[config.mk]
export PLATFORM = sky130hd
export DESIGN_NAME = scpi_tree_parser
export DESIGN_NICKNAME = d
export VERILOG_FILES = /design/src/logic/scpi_pkg.sv /design/src/logic/scpi_tree_parser.sv /design/src/logic/trig_level_track.sv
export VERILOG_INCLUDE_DIRS = /design/src /design/src/logic
export SDC_FILE = /design/constraint.sdc
export NUM_CORES = 1
export LEC_CHECK = 0
export ABC_AREA = 0
export BUFFER_PORTS_ARGS = -buffer_cell sky130_fd_sc_hd__buf_2
export CORE_MARGIN = 3
export CORE_UTILIZATION = 40
export DETAILED_ROUTE_END_ITERATION = 6
export GPL_TIMING_DRIVEN = 0
export SETUP_SLACK_MARGIN = 0.3
export SLEW_MARGIN = 25
export SYNTH_ARGS = -nofsm -noshare
export SYNTH_HDL_FRONTEND = slang
export SYNTH_SLANG_ARGS = --single-unit
export TNS_END_PERCENT = 5
[constraint.sdc]
create_clock -name i_sys_clk -period 20.9 [get_ports i_sys_clk]
set_clock_uncertainty 0.1 [all_clocks]
set_input_delay 2.09 -clock i_sys_clk [delete_from_list [all_inputs] [get_ports i_sys_clk]]
set_output_delay 2.09 -clock i_sys_clk [all_outputs]
set_load 0.05 [all_outputs]
[src/logic/scpi_cfg.svh]
// constants for the command-tree parser: characters, sizes, reset values
// assumes one 100 MHz clock; no timing counts are needed by this block
`ifndef SCPI_CFG_SVH
`define SCPI_CFG_SVH

// message characters
`define CH_NL 8'h0a
`define CH_SPACE 8'h20
`define CH_STAR 8'h2a
`define CH_COLON 8'h3a
`define CH_SEMI 8'h3b
`define CH_QMARK 8'h3f
`define CH_ZERO 8'h30
`define CH_NINE 8'h39
`define CH_UP_A 8'h41
`define CH_UP_Z 8'h5a
`define CH_LO_A 8'h61
`define CH_LO_Z 8'h7a
`define CH_CASE_BIT 8'h20

// header word buffer: characters and bits
`define WORD_CHARS 12
`define WORD_BITS 96
`define WLEN_BITS 4
`define COMMON_CHARS 4'h3

// parameter and level widths
`define PARAM_BITS 16
`define PARAM_RADIX 16'h000a
`define LEVEL_RESET 16'h0000

// bus address, settable from the panel only
`define ADDR_BITS 5
`define ADDR_RESET 5'h05

`endif

[src/logic/scpi_pkg.sv]
// types for the command-tree parser: keywords, tree nodes, parser state
// assumes scpi_cfg.svh is on the include path
package scpi_pkg;
`include "scpi_cfg.svh"

typedef enum logic [1:0] {
    ST_UNIT = 2'b00,
    ST_HDR = 2'b01,
    ST_PARAM = 2'b10,
    ST_SKIP = 2'b11
} pstate_t;

typedef enum logic [3:0] {
    KW_NONE = 4'h0,
    KW_STAT = 4'h1,
    KW_OPER = 4'h2,
    KW_QUES = 4'h3,
    KW_EVEN = 4'h4,
    KW_COND = 4'h5,
    KW_ENAB = 4'h6,
    KW_OUTP = 4'h7,
    KW_PROT = 4'h8,
    KW_CLE = 4'h9,
    KW_SOUR = 4'ha,
    KW_VOLT = 4'hb,
    KW_CURR = 4'hc,
    KW_LEV = 4'hd,
    KW_IMM = 4'he,
    KW_TRIG = 4'hf
} kw_t;

typedef enum logic [4:0] {
    N_NONE = 5'h00,
    N_ROOT = 5'h01,
    N_STAT = 5'h02,
    N_OPER = 5'h03,
    N_QUES = 5'h04,
    N_OPER_EVEN = 5'h05,
    N_OPER_COND = 5'h06,
    N_OPER_ENAB = 5'h07,
    N_QUES_EVEN = 5'h08,
    N_OUTP = 5'h09,
    N_OUTP_STATE = 5'h0a,
    N_OUTP_PROT = 5'h0b,
    N_PROT_CLE = 5'h0c,
    N_SOUR = 5'h0d,
    N_VOLT = 5'h0e,
    N_VOLT_LEV = 5'h0f,
    N_VOLT_IMM = 5'h10,
    N_VOLT_TRIG = 5'h11,
    N_VOLT_PROT = 5'h12,
    N_CURR = 5'h13,
    N_CURR_LEV = 5'h14,
    N_CURR_IMM = 5'h15,
    N_CURR_TRIG = 5'h16
} node_t;

typedef struct packed {
    pstate_t st;
    node_t path;
    node_t base;
    node_t cur;
    logic [`WORD_BITS-1:0] word;
    logic [`WLEN_BITS-1:0] wlen;
    logic is_common;
    logic query;
    logic have;
    logic [`PARAM_BITS-1:0] param;
    logic cmd_valid;
    node_t cmd_node;
    logic cmd_query;
    logic [`PARAM_BITS-1:0] cmd_param;
    logic common_valid;
    logic [23:0] common_name;
    logic err;
    logic qint;
    logic [`ADDR_BITS-1:0] bus_addr;
} parser_t;

endpackage

[src/logic/scpi_tree_parser.sv]
// command-tree parser: one byte per cycle, header path, unit decode
// assumes bytes, end flag, device clear and panel writes share i_sys_clk
// Notes on behaviour
// - at reset the active header path sits at the root node
// - a device clear from the bus returns the path to root
// - end of program message puts the path back at root
// - colon before first header of a unit resets path to root
// - at root a root-level header needs no leading colon
// - accepting a non-terminal header moves the path one level down
// - explicit final header leaves path at its level for siblings
// - omitted optional headers implied; path returns to the level of the last explicit header
// - source header optional before current and voltage subsystems
// - only children of the current path are searched, no tree walk
// - common command is asterisk plus three letters or digits, query and parameter
// - common commands run anywhere and leave the path unchanged
// - new input while a response is unread flags query interrupted
// - unwritten trigger level tracks immediate level, then stays apart
// - everything is bus controlled except the address, panel only
// - newline, end flag or both terminate the message
// - headers match in any case, long or short form only
module scpi_tree_parser
    import scpi_pkg::*;
(
    // clock and reset
    input wire logic i_sys_clk,
    input wire logic i_rst_n,
    // received program bytes
    input wire logic i_rx_valid,
    input wire logic [7:0] i_rx_data,
    input wire logic i_rx_end,
    input wire logic i_dev_clear,
    // response queue state
    input wire logic i_resp_pending,
    // front panel address entry
    input wire logic i_panel_addr_we,
    input wire logic [`ADDR_BITS-1:0] i_panel_addr,
    // decoded commands
    output logic o_cmd_valid,
    output node_t o_cmd_node,
    output logic o_cmd_query,
    output logic [`PARAM_BITS-1:0] o_cmd_param,
    output logic o_common_valid,
    output logic [23:0] o_common_name,
    output logic o_cmd_err,
    output logic o_query_intr,
    output node_t o_path,
    // settings
    output logic [`ADDR_BITS-1:0] o_bus_addr,
    output logic [`PARAM_BITS-1:0] o_volt_imm,
    output logic [`PARAM_BITS-1:0] o_volt_trig,
    output logic [`PARAM_BITS-1:0] o_curr_imm,
    output logic [`PARAM_BITS-1:0] o_curr_trig
);

    function automatic logic [7:0] upcase(input logic [7:0] c);
        if (c >= `CH_LO_A && c <= `CH_LO_Z) begin
            return c & ~`CH_CASE_BIT;
        end
        return c;
    endfunction

    function automatic logic is_letter(input logic [7:0] c);
        return c >= `CH_UP_A && c <= `CH_UP_Z;
    endfunction

    function automatic logic is_digit(input logic [7:0] c);
        return c >= `CH_ZERO && c <= `CH_NINE;
    endfunction

    // exact long or short form only; the word is zero padded on the left
    function automatic kw_t kw_decode(input logic [`WORD_BITS-1:0] w);
        case (w)
            96'("STATUS"), 96'("STATE"), 96'("STAT"): return KW_STAT;
            96'("OPERATION"), 96'("OPER"): return KW_OPER;
            96'("QUESTIONABLE"), 96'("QUES"): return KW_QUES;
            96'("EVENT"), 96'("EVEN"): return KW_EVEN;
            96'("CONDITION"), 96'("COND"): return KW_COND;
            96'("ENABLE"), 96'("ENAB"): return KW_ENAB;
            96'("OUTPUT"), 96'("OUTP"): return KW_OUTP;
            96'("PROTECTION"), 96'("PROT"): return KW_PROT;
            96'("CLEAR"), 96'("CLE"): return KW_CLE;
            96'("SOURCE"), 96'("SOUR"): return KW_SOUR;
            96'("VOLTAGE"), 96'("VOLT"): return KW_VOLT;
            96'("CURRENT"), 96'("CURR"): return KW_CURR;
            96'("LEVEL"), 96'("LEV"): return KW_LEV;
            96'("IMMEDIATE"), 96'("IMM"): return KW_IMM;
            96'("TRIGGERED"), 96'("TRIG"): return KW_TRIG;
            default: return KW_NONE;
        endcase
    endfunction

    // children of one node only: no search elsewhere in the tree
    function automatic node_t tree_child(input node_t n, input kw_t k);
        node_t r;
        r = N_NONE;
        unique case (n)
            N_ROOT: begin
                if (k == KW_STAT) r = N_STAT;
                if (k == KW_OUTP) r = N_OUTP;
                if (k == KW_SOUR) r = N_SOUR;
                if (k == KW_VOLT) r = N_VOLT;
                if (k == KW_CURR) r = N_CURR;
            end
            N_STAT: begin
                if (k == KW_OPER) r = N_OPER;
                if (k == KW_QUES) r = N_QUES;
            end
            N_OPER: begin
                if (k == KW_EVEN) r = N_OPER_EVEN;
                if (k == KW_COND) r = N_OPER_COND;
                if (k == KW_ENAB) r = N_OPER_ENAB;
            end
            N_QUES: begin
                if (k == KW_EVEN) r = N_QUES_EVEN;
            end
            N_OUTP: begin
                if (k == KW_STAT) r = N_OUTP_STATE;
                if (k == KW_PROT) r = N_OUTP_PROT;
            end
            N_OUTP_PROT: begin
                if (k == KW_CLE) r = N_PROT_CLE;
            end
            N_SOUR: begin
                if (k == KW_VOLT) r = N_VOLT;
                if (k == KW_CURR) r = N_CURR;
            end
            N_VOLT: begin
                if (k == KW_LEV) r = N_VOLT_LEV;
                if (k == KW_PROT) r = N_VOLT_PROT;
            end
            N_VOLT_LEV: begin
                if (k == KW_IMM) r = N_VOLT_IMM;
                if (k == KW_TRIG) r = N_VOLT_TRIG;
            end
            N_CURR: begin
                if (k == KW_LEV) r = N_CURR_LEV;
            end
            N_CURR_LEV: begin
                if (k == KW_IMM) r = N_CURR_IMM;
                if (k == KW_TRIG) r = N_CURR_TRIG;
            end
            default: r = N_NONE;
        endcase
        return r;
    endfunction

    // optional headers below the last explicit one are assumed present
    function automatic node_t implied_leaf(input node_t n);
        unique case (n)
            N_OPER: return N_OPER_EVEN;
            N_QUES: return N_QUES_EVEN;
            N_OUTP: return N_OUTP_STATE;
            N_VOLT, N_VOLT_LEV: return N_VOLT_IMM;
            N_CURR, N_CURR_LEV: return N_CURR_IMM;
            default: return n;
        endcase
    endfunction

    parser_t s_r;
    parser_t s_nxt;

    always_comb begin
        logic [7:0] c;
        logic term;
        logic hdr_end;
        logic fin;
        logic bad;
        node_t child;
        c = upcase(i_rx_data);
        term = 1'b0;
        hdr_end = 1'b0;
        fin = 1'b0;
        bad = 1'b0;
        child = N_NONE;
        s_nxt = s_r;
        s_nxt.cmd_valid = 1'b0;
        s_nxt.common_valid = 1'b0;
        s_nxt.err = 1'b0;
        s_nxt.qint = 1'b0;
        // address changes only from the panel, never from a bus command
        if (i_panel_addr_we) begin
            s_nxt.bus_addr = i_panel_addr;
        end
        if (i_dev_clear) begin
            s_nxt.st = ST_UNIT;
            s_nxt.path = N_ROOT;
            s_nxt.wlen = '0;
            s_nxt.word = '0;
            s_nxt.is_common = 1'b0;
            s_nxt.query = 1'b0;
            s_nxt.have = 1'b0;
            s_nxt.param = '0;
        end else if (i_rx_valid) begin
            // queue discards its unread data on this pulse
            s_nxt.qint = i_resp_pending;
            term = (i_rx_data == `CH_NL) || i_rx_end;
            unique case (s_r.st)
                ST_UNIT: begin
                    if (c == `CH_COLON) begin
                        s_nxt.path = N_ROOT;
                        s_nxt.st = ST_HDR;
                    end else if (c == `CH_STAR) begin
                        s_nxt.is_common = 1'b1;
                        s_nxt.st = ST_HDR;
                    end else if (is_letter(c)) begin
                        // path kept: at root this is an implied colon
                        s_nxt.word = {s_r.word[`WORD_BITS-9:0], c};
                        s_nxt.wlen = `WLEN_BITS'(1);
                        s_nxt.st = ST_HDR;
                    end else if (c != `CH_SEMI && c != `CH_SPACE && !term) begin
                        bad = 1'b1;
                    end
                end
                ST_HDR: begin
                    if (is_letter(c) || is_digit(c)) begin
                        if (s_r.query || s_r.wlen == `WLEN_BITS'(`WORD_CHARS)) begin
                            bad = 1'b1;
                        end else begin
                            s_nxt.word = {s_r.word[`WORD_BITS-9:0], c};
                            s_nxt.wlen = s_r.wlen + `WLEN_BITS'(1);
                        end
                    end else if (c == `CH_COLON) begin
                        hdr_end = 1'b1;
                        bad = s_r.wlen == '0 || s_r.is_common || s_r.query;
                    end else if (c == `CH_QMARK) begin
                        hdr_end = 1'b1;
                        bad = s_r.query;
                        s_nxt.query = 1'b1;
                    end else if (c == `CH_SPACE) begin
                        hdr_end = 1'b1;
                        s_nxt.st = ST_PARAM;
                    end else if (c == `CH_SEMI) begin
                        hdr_end = 1'b1;
                        fin = 1'b1;
                    end else if (!term) begin
                        bad = 1'b1;
                    end
                    if (term) begin
                        hdr_end = 1'b1;
                        fin = 1'b1;
                    end
                end
                ST_PARAM: begin
                    if (is_digit(c)) begin
                        s_nxt.param = `PARAM_BITS'(s_r.param * `PARAM_RADIX
                            + `PARAM_BITS'(c - `CH_ZERO));
                    end
                    fin = (c == `CH_SEMI) || term;
                end
                ST_SKIP: begin
                    // rest of a faulty unit is thrown away
                    if (c == `CH_SEMI) begin
                        s_nxt.st = ST_UNIT;
                    end
                end
            endcase
            if (hdr_end && !bad && s_nxt.wlen != '0) begin
                if (s_r.is_common) begin
                    bad = s_nxt.wlen != `COMMON_CHARS;
                    s_nxt.have = 1'b1;
                end else begin
                    child = tree_child(s_r.path, kw_decode(s_nxt.word));
                    if (child == N_NONE) begin
                        bad = 1'b1;
                    end else begin
                        s_nxt.base = s_r.path;
                        s_nxt.path = child;
                        s_nxt.cur = child;
                        s_nxt.have = 1'b1;
                        s_nxt.word = '0;
                        s_nxt.wlen = '0;
                    end
                end
            end
            if (bad) begin
                // restart from root so the next unit resolves predictably
                s_nxt.err = 1'b1;
                s_nxt.st = (c == `CH_SEMI) ? ST_UNIT : ST_SKIP;
                s_nxt.path = N_ROOT;
                s_nxt.have = 1'b0;
            end else if (fin && s_nxt.have) begin
                if (s_r.is_common) begin
                    s_nxt.common_valid = 1'b1;
                    s_nxt.common_name = s_nxt.word[23:0];
                end else begin
                    s_nxt.cmd_valid = 1'b1;
                    s_nxt.cmd_node = implied_leaf(s_nxt.cur);
                    // back to the level the last explicit header came from
                    s_nxt.path = s_nxt.base;
                end
                s_nxt.cmd_query = s_nxt.query;
                s_nxt.cmd_param = s_nxt.param;
            end
            if (fin || bad || term) begin
                s_nxt.word = '0;
                s_nxt.wlen = '0;
                s_nxt.is_common = 1'b0;
                s_nxt.query = 1'b0;
                s_nxt.have = 1'b0;
                s_nxt.param = '0;
                if (!bad) begin
                    s_nxt.st = ST_UNIT;
                end
            end
            if (term) begin
                s_nxt.path = N_ROOT;
                s_nxt.st = ST_UNIT;
            end
        end
    end

    always_ff @(posedge i_sys_clk) begin
        if (!i_rst_n) begin
            s_r <= '0;
            s_r.st <= ST_UNIT;
            s_r.path <= N_ROOT;
            s_r.base <= N_ROOT;
            s_r.cur <= N_ROOT;
            s_r.cmd_node <= N_NONE;
            s_r.bus_addr <= `ADDR_RESET;
        end else begin
            s_r <= s_nxt;
        end
    end

    // level writes from the registered command strobe
    logic wr_set;
    assign wr_set = s_r.cmd_valid && !s_r.cmd_query;

    trig_level_track u_volt (
        .i_sys_clk(i_sys_clk),
        .i_rst_n(i_rst_n),
        .i_wr_imm(wr_set && s_r.cmd_node == N_VOLT_IMM),
        .i_wr_trig(wr_set && s_r.cmd_node == N_VOLT_TRIG),
        .i_data(s_r.cmd_param),
        .o_imm(o_volt_imm),
        .o_trig(o_volt_trig)
    );

    trig_level_track u_curr (
        .i_sys_clk(i_sys_clk),
        .i_rst_n(i_rst_n),
        .i_wr_imm(wr_set && s_r.cmd_node == N_CURR_IMM),
        .i_wr_trig(wr_set && s_r.cmd_node == N_CURR_TRIG),
        .i_data(s_r.cmd_param),
        .o_imm(o_curr_imm),
        .o_trig(o_curr_trig)
    );

    assign o_cmd_valid = s_r.cmd_valid;
    assign o_cmd_node = s_r.cmd_node;
    assign o_cmd_query = s_r.cmd_query;
    assign o_cmd_param = s_r.cmd_param;
    assign o_common_valid = s_r.common_valid;
    assign o_common_name = s_r.common_name;
    assign o_cmd_err = s_r.err;
    assign o_query_intr = s_r.qint;
    assign o_path = s_r.path;
    assign o_bus_addr = s_r.bus_addr;

endmodule // scpi_tree_parser

[src/logic/trig_level_track.sv]
// one output level pair: immediate level and its trigger level
// assumes write strobes are one-cycle pulses on the system clock
module trig_level_track
    import scpi_pkg::*;
(
    // clock and reset
    input wire logic i_sys_clk,
    input wire logic i_rst_n,
    // writes
    input wire logic i_wr_imm,
    input wire logic i_wr_trig,
    input wire logic [`PARAM_BITS-1:0] i_data,
    // levels
    output logic [`PARAM_BITS-1:0] o_imm,
    output logic [`PARAM_BITS-1:0] o_trig
);

    typedef struct packed {
        logic [`PARAM_BITS-1:0] imm;
        logic [`PARAM_BITS-1:0] trig;
        logic programmed;
    } lvl_t;

    lvl_t s_r;
    lvl_t s_nxt;

    always_comb begin
        s_nxt = s_r;
        if (i_wr_imm) begin
            s_nxt.imm = i_data;
            // unprogrammed trigger level follows the immediate one
            if (!s_r.programmed) begin
                s_nxt.trig = i_data;
            end
        end
        if (i_wr_trig) begin
            s_nxt.trig = i_data;
            s_nxt.programmed = 1'b1;
        end
    end

    always_ff @(posedge i_sys_clk) begin
        if (!i_rst_n) begin
            s_r <= '{imm: `LEVEL_RESET, trig: `LEVEL_RESET, programmed: 1'b0};
        end else begin
            s_r <= s_nxt;
        end
    end

    assign o_imm = s_r.imm;
    assign o_trig = s_r.trig;

endmodule // trig_level_track

## Word-level counts from Yosys, hierarchy flattened

Index checks and enable logic that the tools add are counted.
Widths: inputs -> output; s select.

- Bits in registers: 257
- Bits in latches: 0
- Memory bits (writable): 0
- ROM bits: 0
- Bits of input ports: 20
- Output and inout bits: 124
- Logic and storage cells: 313
- Memories: 0

- Add/sub/neg operators: 3
- Multipliers: 1
- Div/mod/pow operators: 0
- Order comparisons: 6
- Eq/ne operators: 84
- Shift operators: 0
- Multiplexer cells: 129
- Bitwise gates (word level): 6
- Reductions and logical operators: 59

Operators with widths:

| operator | count |
|---|---|
| $eq 96x31->1 const B | 12 |
| $mux 100 | 6 |
| $mux 115 | 5 |
| $eq 96x39->1 const B | 4 |
| $eq 96x47->1 const B | 4 |
| $eq 96x71->1 const B | 4 |
| $eq 96x23->1 const B | 3 |
| $pmux 100 s2 | 1 |
| $eq 96x55->1 const B | 2 |
| $mux 5 | 24 |
| $mux 119 | 1 |
| $mux 101 | 1 |
| $eq 96x79->1 const B | 1 |
| $eq 96x95->1 const B | 1 |
| $mux 16 | 6 |
| $pmux 4 s15 | 1 |
| $pmux 5 s11 | 1 |
| $mux 1 | 48 |
| $eq 5x4->1 const B | 8 |
| $eq 5x5->1 const B | 8 |
| $eq 8x6->1 const B | 5 |
| $eq 4x4->1 const B | 9 |
| $mux 4 | 9 |
| $mux 17 | 2 |
| other kinds (44) | 122 |

## Logic depth before layout (Yosys ltp)

- Depth after elaboration: 41
- Mapped depth: 32
- Gate-level depth less buffers: 24

## By module

A second synthesis with hierarchy kept.

- Cell total of the unflattened synthesis: 2,307
- Area total of the unflattened synthesis: 18,494.0 µm²

Modules (own cells, without submodules):

| module | times used | cells an instance | area an instance (µm²) | sequential area each (µm²) |
|---|---|---|---|---|
| scpi_tree_parser | 1 | 1,995 | 15,436.1 | 3,823.7 |
| trig_level_track | 2 | 156 | 1,529.0 | 660.6 |

## Worst setup path before layout

No wires, ideal clock.

- Path type: input -> register
- From: in i_rx_data[3]
- To: reg s_r[167] (netlist name)
- Library setup time: 0.117 ns
- Arrival: 7.866 ns
- Setup slack: 12.817 ns
- Cell stages on the path: 28
- Path buffers: 5
- Cells stage by stage: buf_2 -> a21o_1 -> a221oi_2 -> nand2_1 -> o21a_1 -> ha_1 -> clkbuf_1 -> o211ai_2 -> nand4_2 -> o31a_2 -> clkbuf_1 -> or3_1 -> o22ai_2 -> o211ai_1 -> or3_1 -> or4_1 -> o21ai_2 -> nor2_1 -> and3_4 -> o2111ai_2 -> o211ai_2 -> o41ai_2 -> a211oi_1 -> nor4b_4 -> a21o_1 -> buf_4 -> buf_4 -> a22o_1

- Longest elaborated chain between the ends: 39
- Elaborated cells on any way between the ends: 177

Ends and longest elaborated chain:

| item | line | source |
|---|---|---|
| start: declaration | scpi_tree_parser.sv:29 | `input wire logic [7:0] i_rx_data,` |
| $ge 8x7->1 (no line) / $le 8x7->1 (equally long branches) | - |  |
| $logic_and 1x1->1 (no line) | - |  |
| $mux 1 | scpi_tree_parser.sv:56 | `` if (c >= `CH_LO_A && c <= `CH_LO_Z) begin `` |
| $mux 8 | scpi_tree_parser.sv:59 | `return c;` |
| $ge 8x7->1 (no line) / $le 8x7->1 (equally long branches) | - |  |
| $logic_and 1x1->1 (no line) | - |  |
| $mux 100 | scpi_tree_parser.sv:205 | `end else if (is_letter(c)) begin` |
| $mux 100 | scpi_tree_parser.sv:202 | `` end else if (c == `CH_STAR) begin `` |
| (+22 left out) | - |  |
| $logic_not 5->1 | scpi_tree_parser.sv:263 | `if (child == N_NONE) begin` |
| $mux 1 | scpi_tree_parser.sv:263 |  |
| $mux 1 | scpi_tree_parser.sv:258 | `if (s_r.is_common) begin` |
| $mux 1 | scpi_tree_parser.sv:257 | `if (hdr_end && !bad && s_nxt.wlen != '0) begin` |
| $mux 1 | scpi_tree_parser.sv:193 | `end else if (i_rx_valid) begin` |
| $mux 1 | scpi_tree_parser.sv:184 | `if (i_dev_clear) begin` |
| $logic_or 1x1->1 (2 in a row) | scpi_tree_parser.sv:294 | `if (fin \|\| bad \|\| term) begin` |
| $mux 119 (*) | scpi_tree_parser.sv:294 |  |
| end signal: assignment | scpi_tree_parser.sv:322 | `s_r <= s_nxt;` |
| end: declaration | scpi_tree_parser.sv:159 | `parser_t s_r;` |

Mark *: on every way between the ends. The rest lies on a longest branch, timed or not. The select of a mux whose other input is x is not followed.
A chain may end at the register's enable or synchronous reset.

## Worst setup path after layout

- From: in i_rx_data[1]
- To: reg s_r[81] (netlist name)

Same word-level chain as after synthesis.

==> results.json <==
{
  "synthArstFlopShare": 0,
  "hold_path_end": "u_volt.o_imm[2]",
  "postCtsHoldBufs": 0,
  "start_kind": "primary input",
  "start_util": 0.407,
  "cts_root_buf": "clkbuf_16",
  "fin_crit_ps": 11410,
  "setup-violations-final": 0,
  "critPathMaxFanout": 10,
  "track_usage": 0.337,
  "synth_fp_nets": 2438,
  "cts.clk_slew.worst_paths_ps": 70,
  "wl_mm": 88.5,
  "slew_headroom": 0.228,
  "cts_tree": "built",
  "synth_largest_area_cell": "dfxtp_1",
  "clock_path_buffers": 3,
  "fin_crit_sh": 0.546,
  "die_w_um": 224,
  "hold_path.startpoint": "u_volt.o_imm[2]",
  "core-area_um2": 46800,
  "layout-drive-gt1-share": 0.196,
  "p_total_mw": 1.11,
  "synth_cell_types": 118,
  "multi_input_area_um2": 11900,
  "worst_path_largest_cell_delay_ps": 830,
  "ios": 144,
  "yosysMostFrequentCell": "dfxtp_1",
  "max_freq_mhz": 87.6,
  "place_congestion": 1.06,
  "crit_family": "simple AND/OR/NAND/NOR gates",
  "ys_seq_area_frac": 0.271,
  "synth_top_cells_by_area": "dfxtp_1, buf_4, a22o_1",
  "hold_depth": 2,
  "crit_buf_inv": 10,
  "slew_viol_final": 0,
  "die_y_um": 224,
  "worstRegToRegCells": 26,
  "final_nets": 2612,
  "grt_first_pass_wirelength_mm": 128,
  "end_kind": "register",
  "crit_type": "in2reg",
  "setup_tns_ps": 0,
  "ant_nets": 0,
  "min-delay-path-class": "reg2reg",
  "synth-edff-count": 0,
  "htree_levels": 1,
  "register_area_um2": 5140,
  "reg2reg_slack_ps": 11770,
  "ctsResizeCount": 0,
  "dieArea_um2": 50200,
  "synth_top_area_frac": 0.271,
  "dp_hpwl_mm": 69.7,
  "placement.io_buffers": 140,
  "maxCapViolations": 0,
  "grt-ovfl-total": 0,
  "synthCells": 2368,
  "vias": 20200,
  "dr.first_iter.drc_count": 2376,
  "p_per_area_nw_per_um2": 51.5,
  "cp_common_cell": "buf_4",
  "firstDrtPassIters": 6,
  "yosys_warnings": 0,
  "leakage_nw": 9.00,
  "insertion_delay_ps": 580,
  "r2r-start": "s_r[74]",
  "grt_pass1_vias": 19400,
  "synth_commonest_cells": "dfxtp_1, nand2_1, nor2_1, buf_4, a22o_1",
  "postCtsSetupBuffers": 0,
  "num_rows": 79,
  "wl_per_cell_um": 27.9,
  "required_ps": 21320,
  "status": "finished, final reports clean",
  "ys_dominant_reg_cell": "dfxtp_1",
  "hold_viol": 0,
  "netlist_area_um2": 19000,
  "area_growth_pct": 13.4,
  "grt_setup_unrepaired": "no",
  "reg2reg_to": "s_r[81]",
  "ir_worst_vdd_uv": 58.8,
  "drc": 0,
  "numCtsBuffers": 28,
  "ys_ff_latch": 257,
  "via_per_inst": 6.39,
  "antenna_found_initial": 0,
  "worstMarginPinSlew_ps": 1150,
  "avgSynthCellArea_um2": 8.03,
  "cts_sinks": 257,
  "grt_max_degree": 16,
  "cp.arrival_ps": 11830,
  "critPathSlowestCell": "nor3_1",
  "nFillCells": 4730
}
==> metal layers <==
layer / vias to the layer above / wire, µm / GRT usage
li1: 9122 / - / -
met1: 9746 / 34900 / 0.416
met2: 1126 / 40300 / 0.556
met3: 254 / 7920 / 0.0718
met4: 0 / 5350 / 0.173
met5: - / 0 / 0
==> worst max-delay path by stage <==
stage	startpoint	cells after the start	endpoint	slack, ps
2_1_floorplan	i_rx_data[3]	28	s_r[167]	12820
3_3_place_gp	i_rx_data[1]	30	o_common_name[18]	9430
3_5_place_dp	i_rx_data[1]	31	s_r[81]	9520
4_1_cts	i_rx_data[1]	31	s_r[81]	10080
5_1_grt	i_rx_data[1]	31	s_r[120]	9310
6_report	i_rx_data[1]	31	s_r[81]	9490
==> cell families (layout without fill, tap and decap cells) <==
group / Yosys count / after routing / share of synthesized area
other cells: 0 / 1 / 0
fa+ha+maj: 50 / 50 / 0.0337
xor+xnor: 27 / 27 / 0.0124
simple gates: 951 / 951 / 0.270
mux: 86 / 86 / 0.0455
compound gates: 647 / 647 / 0.263
flops: 257 / 257 / 0.271
buf+inv: 350 / 545 / 0.105
==> report_power, final <==
group	internal (mW)	leakage (nW)	switching [mW]
Clock	0.301	0.472	0.222
Combinational	0.0254	6.45	0.0693
Sequential	0.491	2.07	0.000900
==> cell type report <==
cell class	count	share of cell area
Multi-Input combinational cell	1761	0.554
Sequential cell	257	0.239
Buffer	286	0.0815
Clock buffer	36	0.0376
Tap cell	607	0.0352
Timing Repair Buffer	144	0.0335
Inverter	64	0.0111
Clock inverter	15	0.00807
Antenna cell	1	0.000116
==> registers in the layout (all words and copies together) (netlist names), 5 cells and up <==
signal	count
o_cmd_node	5
u_volt.o_imm	16
o_bus_addr	5
u_volt.o_trig	16
o_cmd_param	16
u_curr.o_trig	16
o_path	5
s_r	131
u_curr.o_imm	16
o_common_name	24
==> per-stage QoR <==
stage	hold WS (ps)	setup WS (ps)	cells	util	instance area, µm²
final	366	9490	3171	0.461	21600
after global routing	394	9310	3170	0.461	21600
after floorplan	340	12820	2368	-	19000
after CTS	371	10080	3169	0.461	21500
after global placement	353	9430	3115	0.438	20500
after detailed placement	360	9520	3118	0.440	20600
==> worst min-delay path: stages (launching register included) <==
cell and delay (ps):
dfxtp_1 310, nand2_1 50, a21boi_0 60
==> placed cells by master, fill, tap and decap left out, types with 15 or more instances in the layout <==
master / instances
o22ai_1: 30
buf_2: 185
or4_1: 22
or3_1: 25
a31oi_1: 18
a21oi_1: 86
nand2b_1: 25
a21o_1: 20
o21ai_0: 72
nor4_1: 53
nand2_1: 212
o32ai_1: 16
o211ai_1: 43
clkbuf_16: 28
xnor2_1: 19
buf_4: 142
a21boi_0: 22
nor2b_1: 87
nor2_1: 148
a22oi_1: 15
a211oi_1: 28
nand4_1: 59
dfxtp_1: 257
clkbuf_1: 78
nor3_1: 98
a22o_1: 108
inv_1: 62
and2_1: 18
nand3_1: 83
o211a_1: 32
mux2i_1: 83
and3_1: 24
ha_1: 48
No activity file was read; power rests on OpenSTA's default activity.
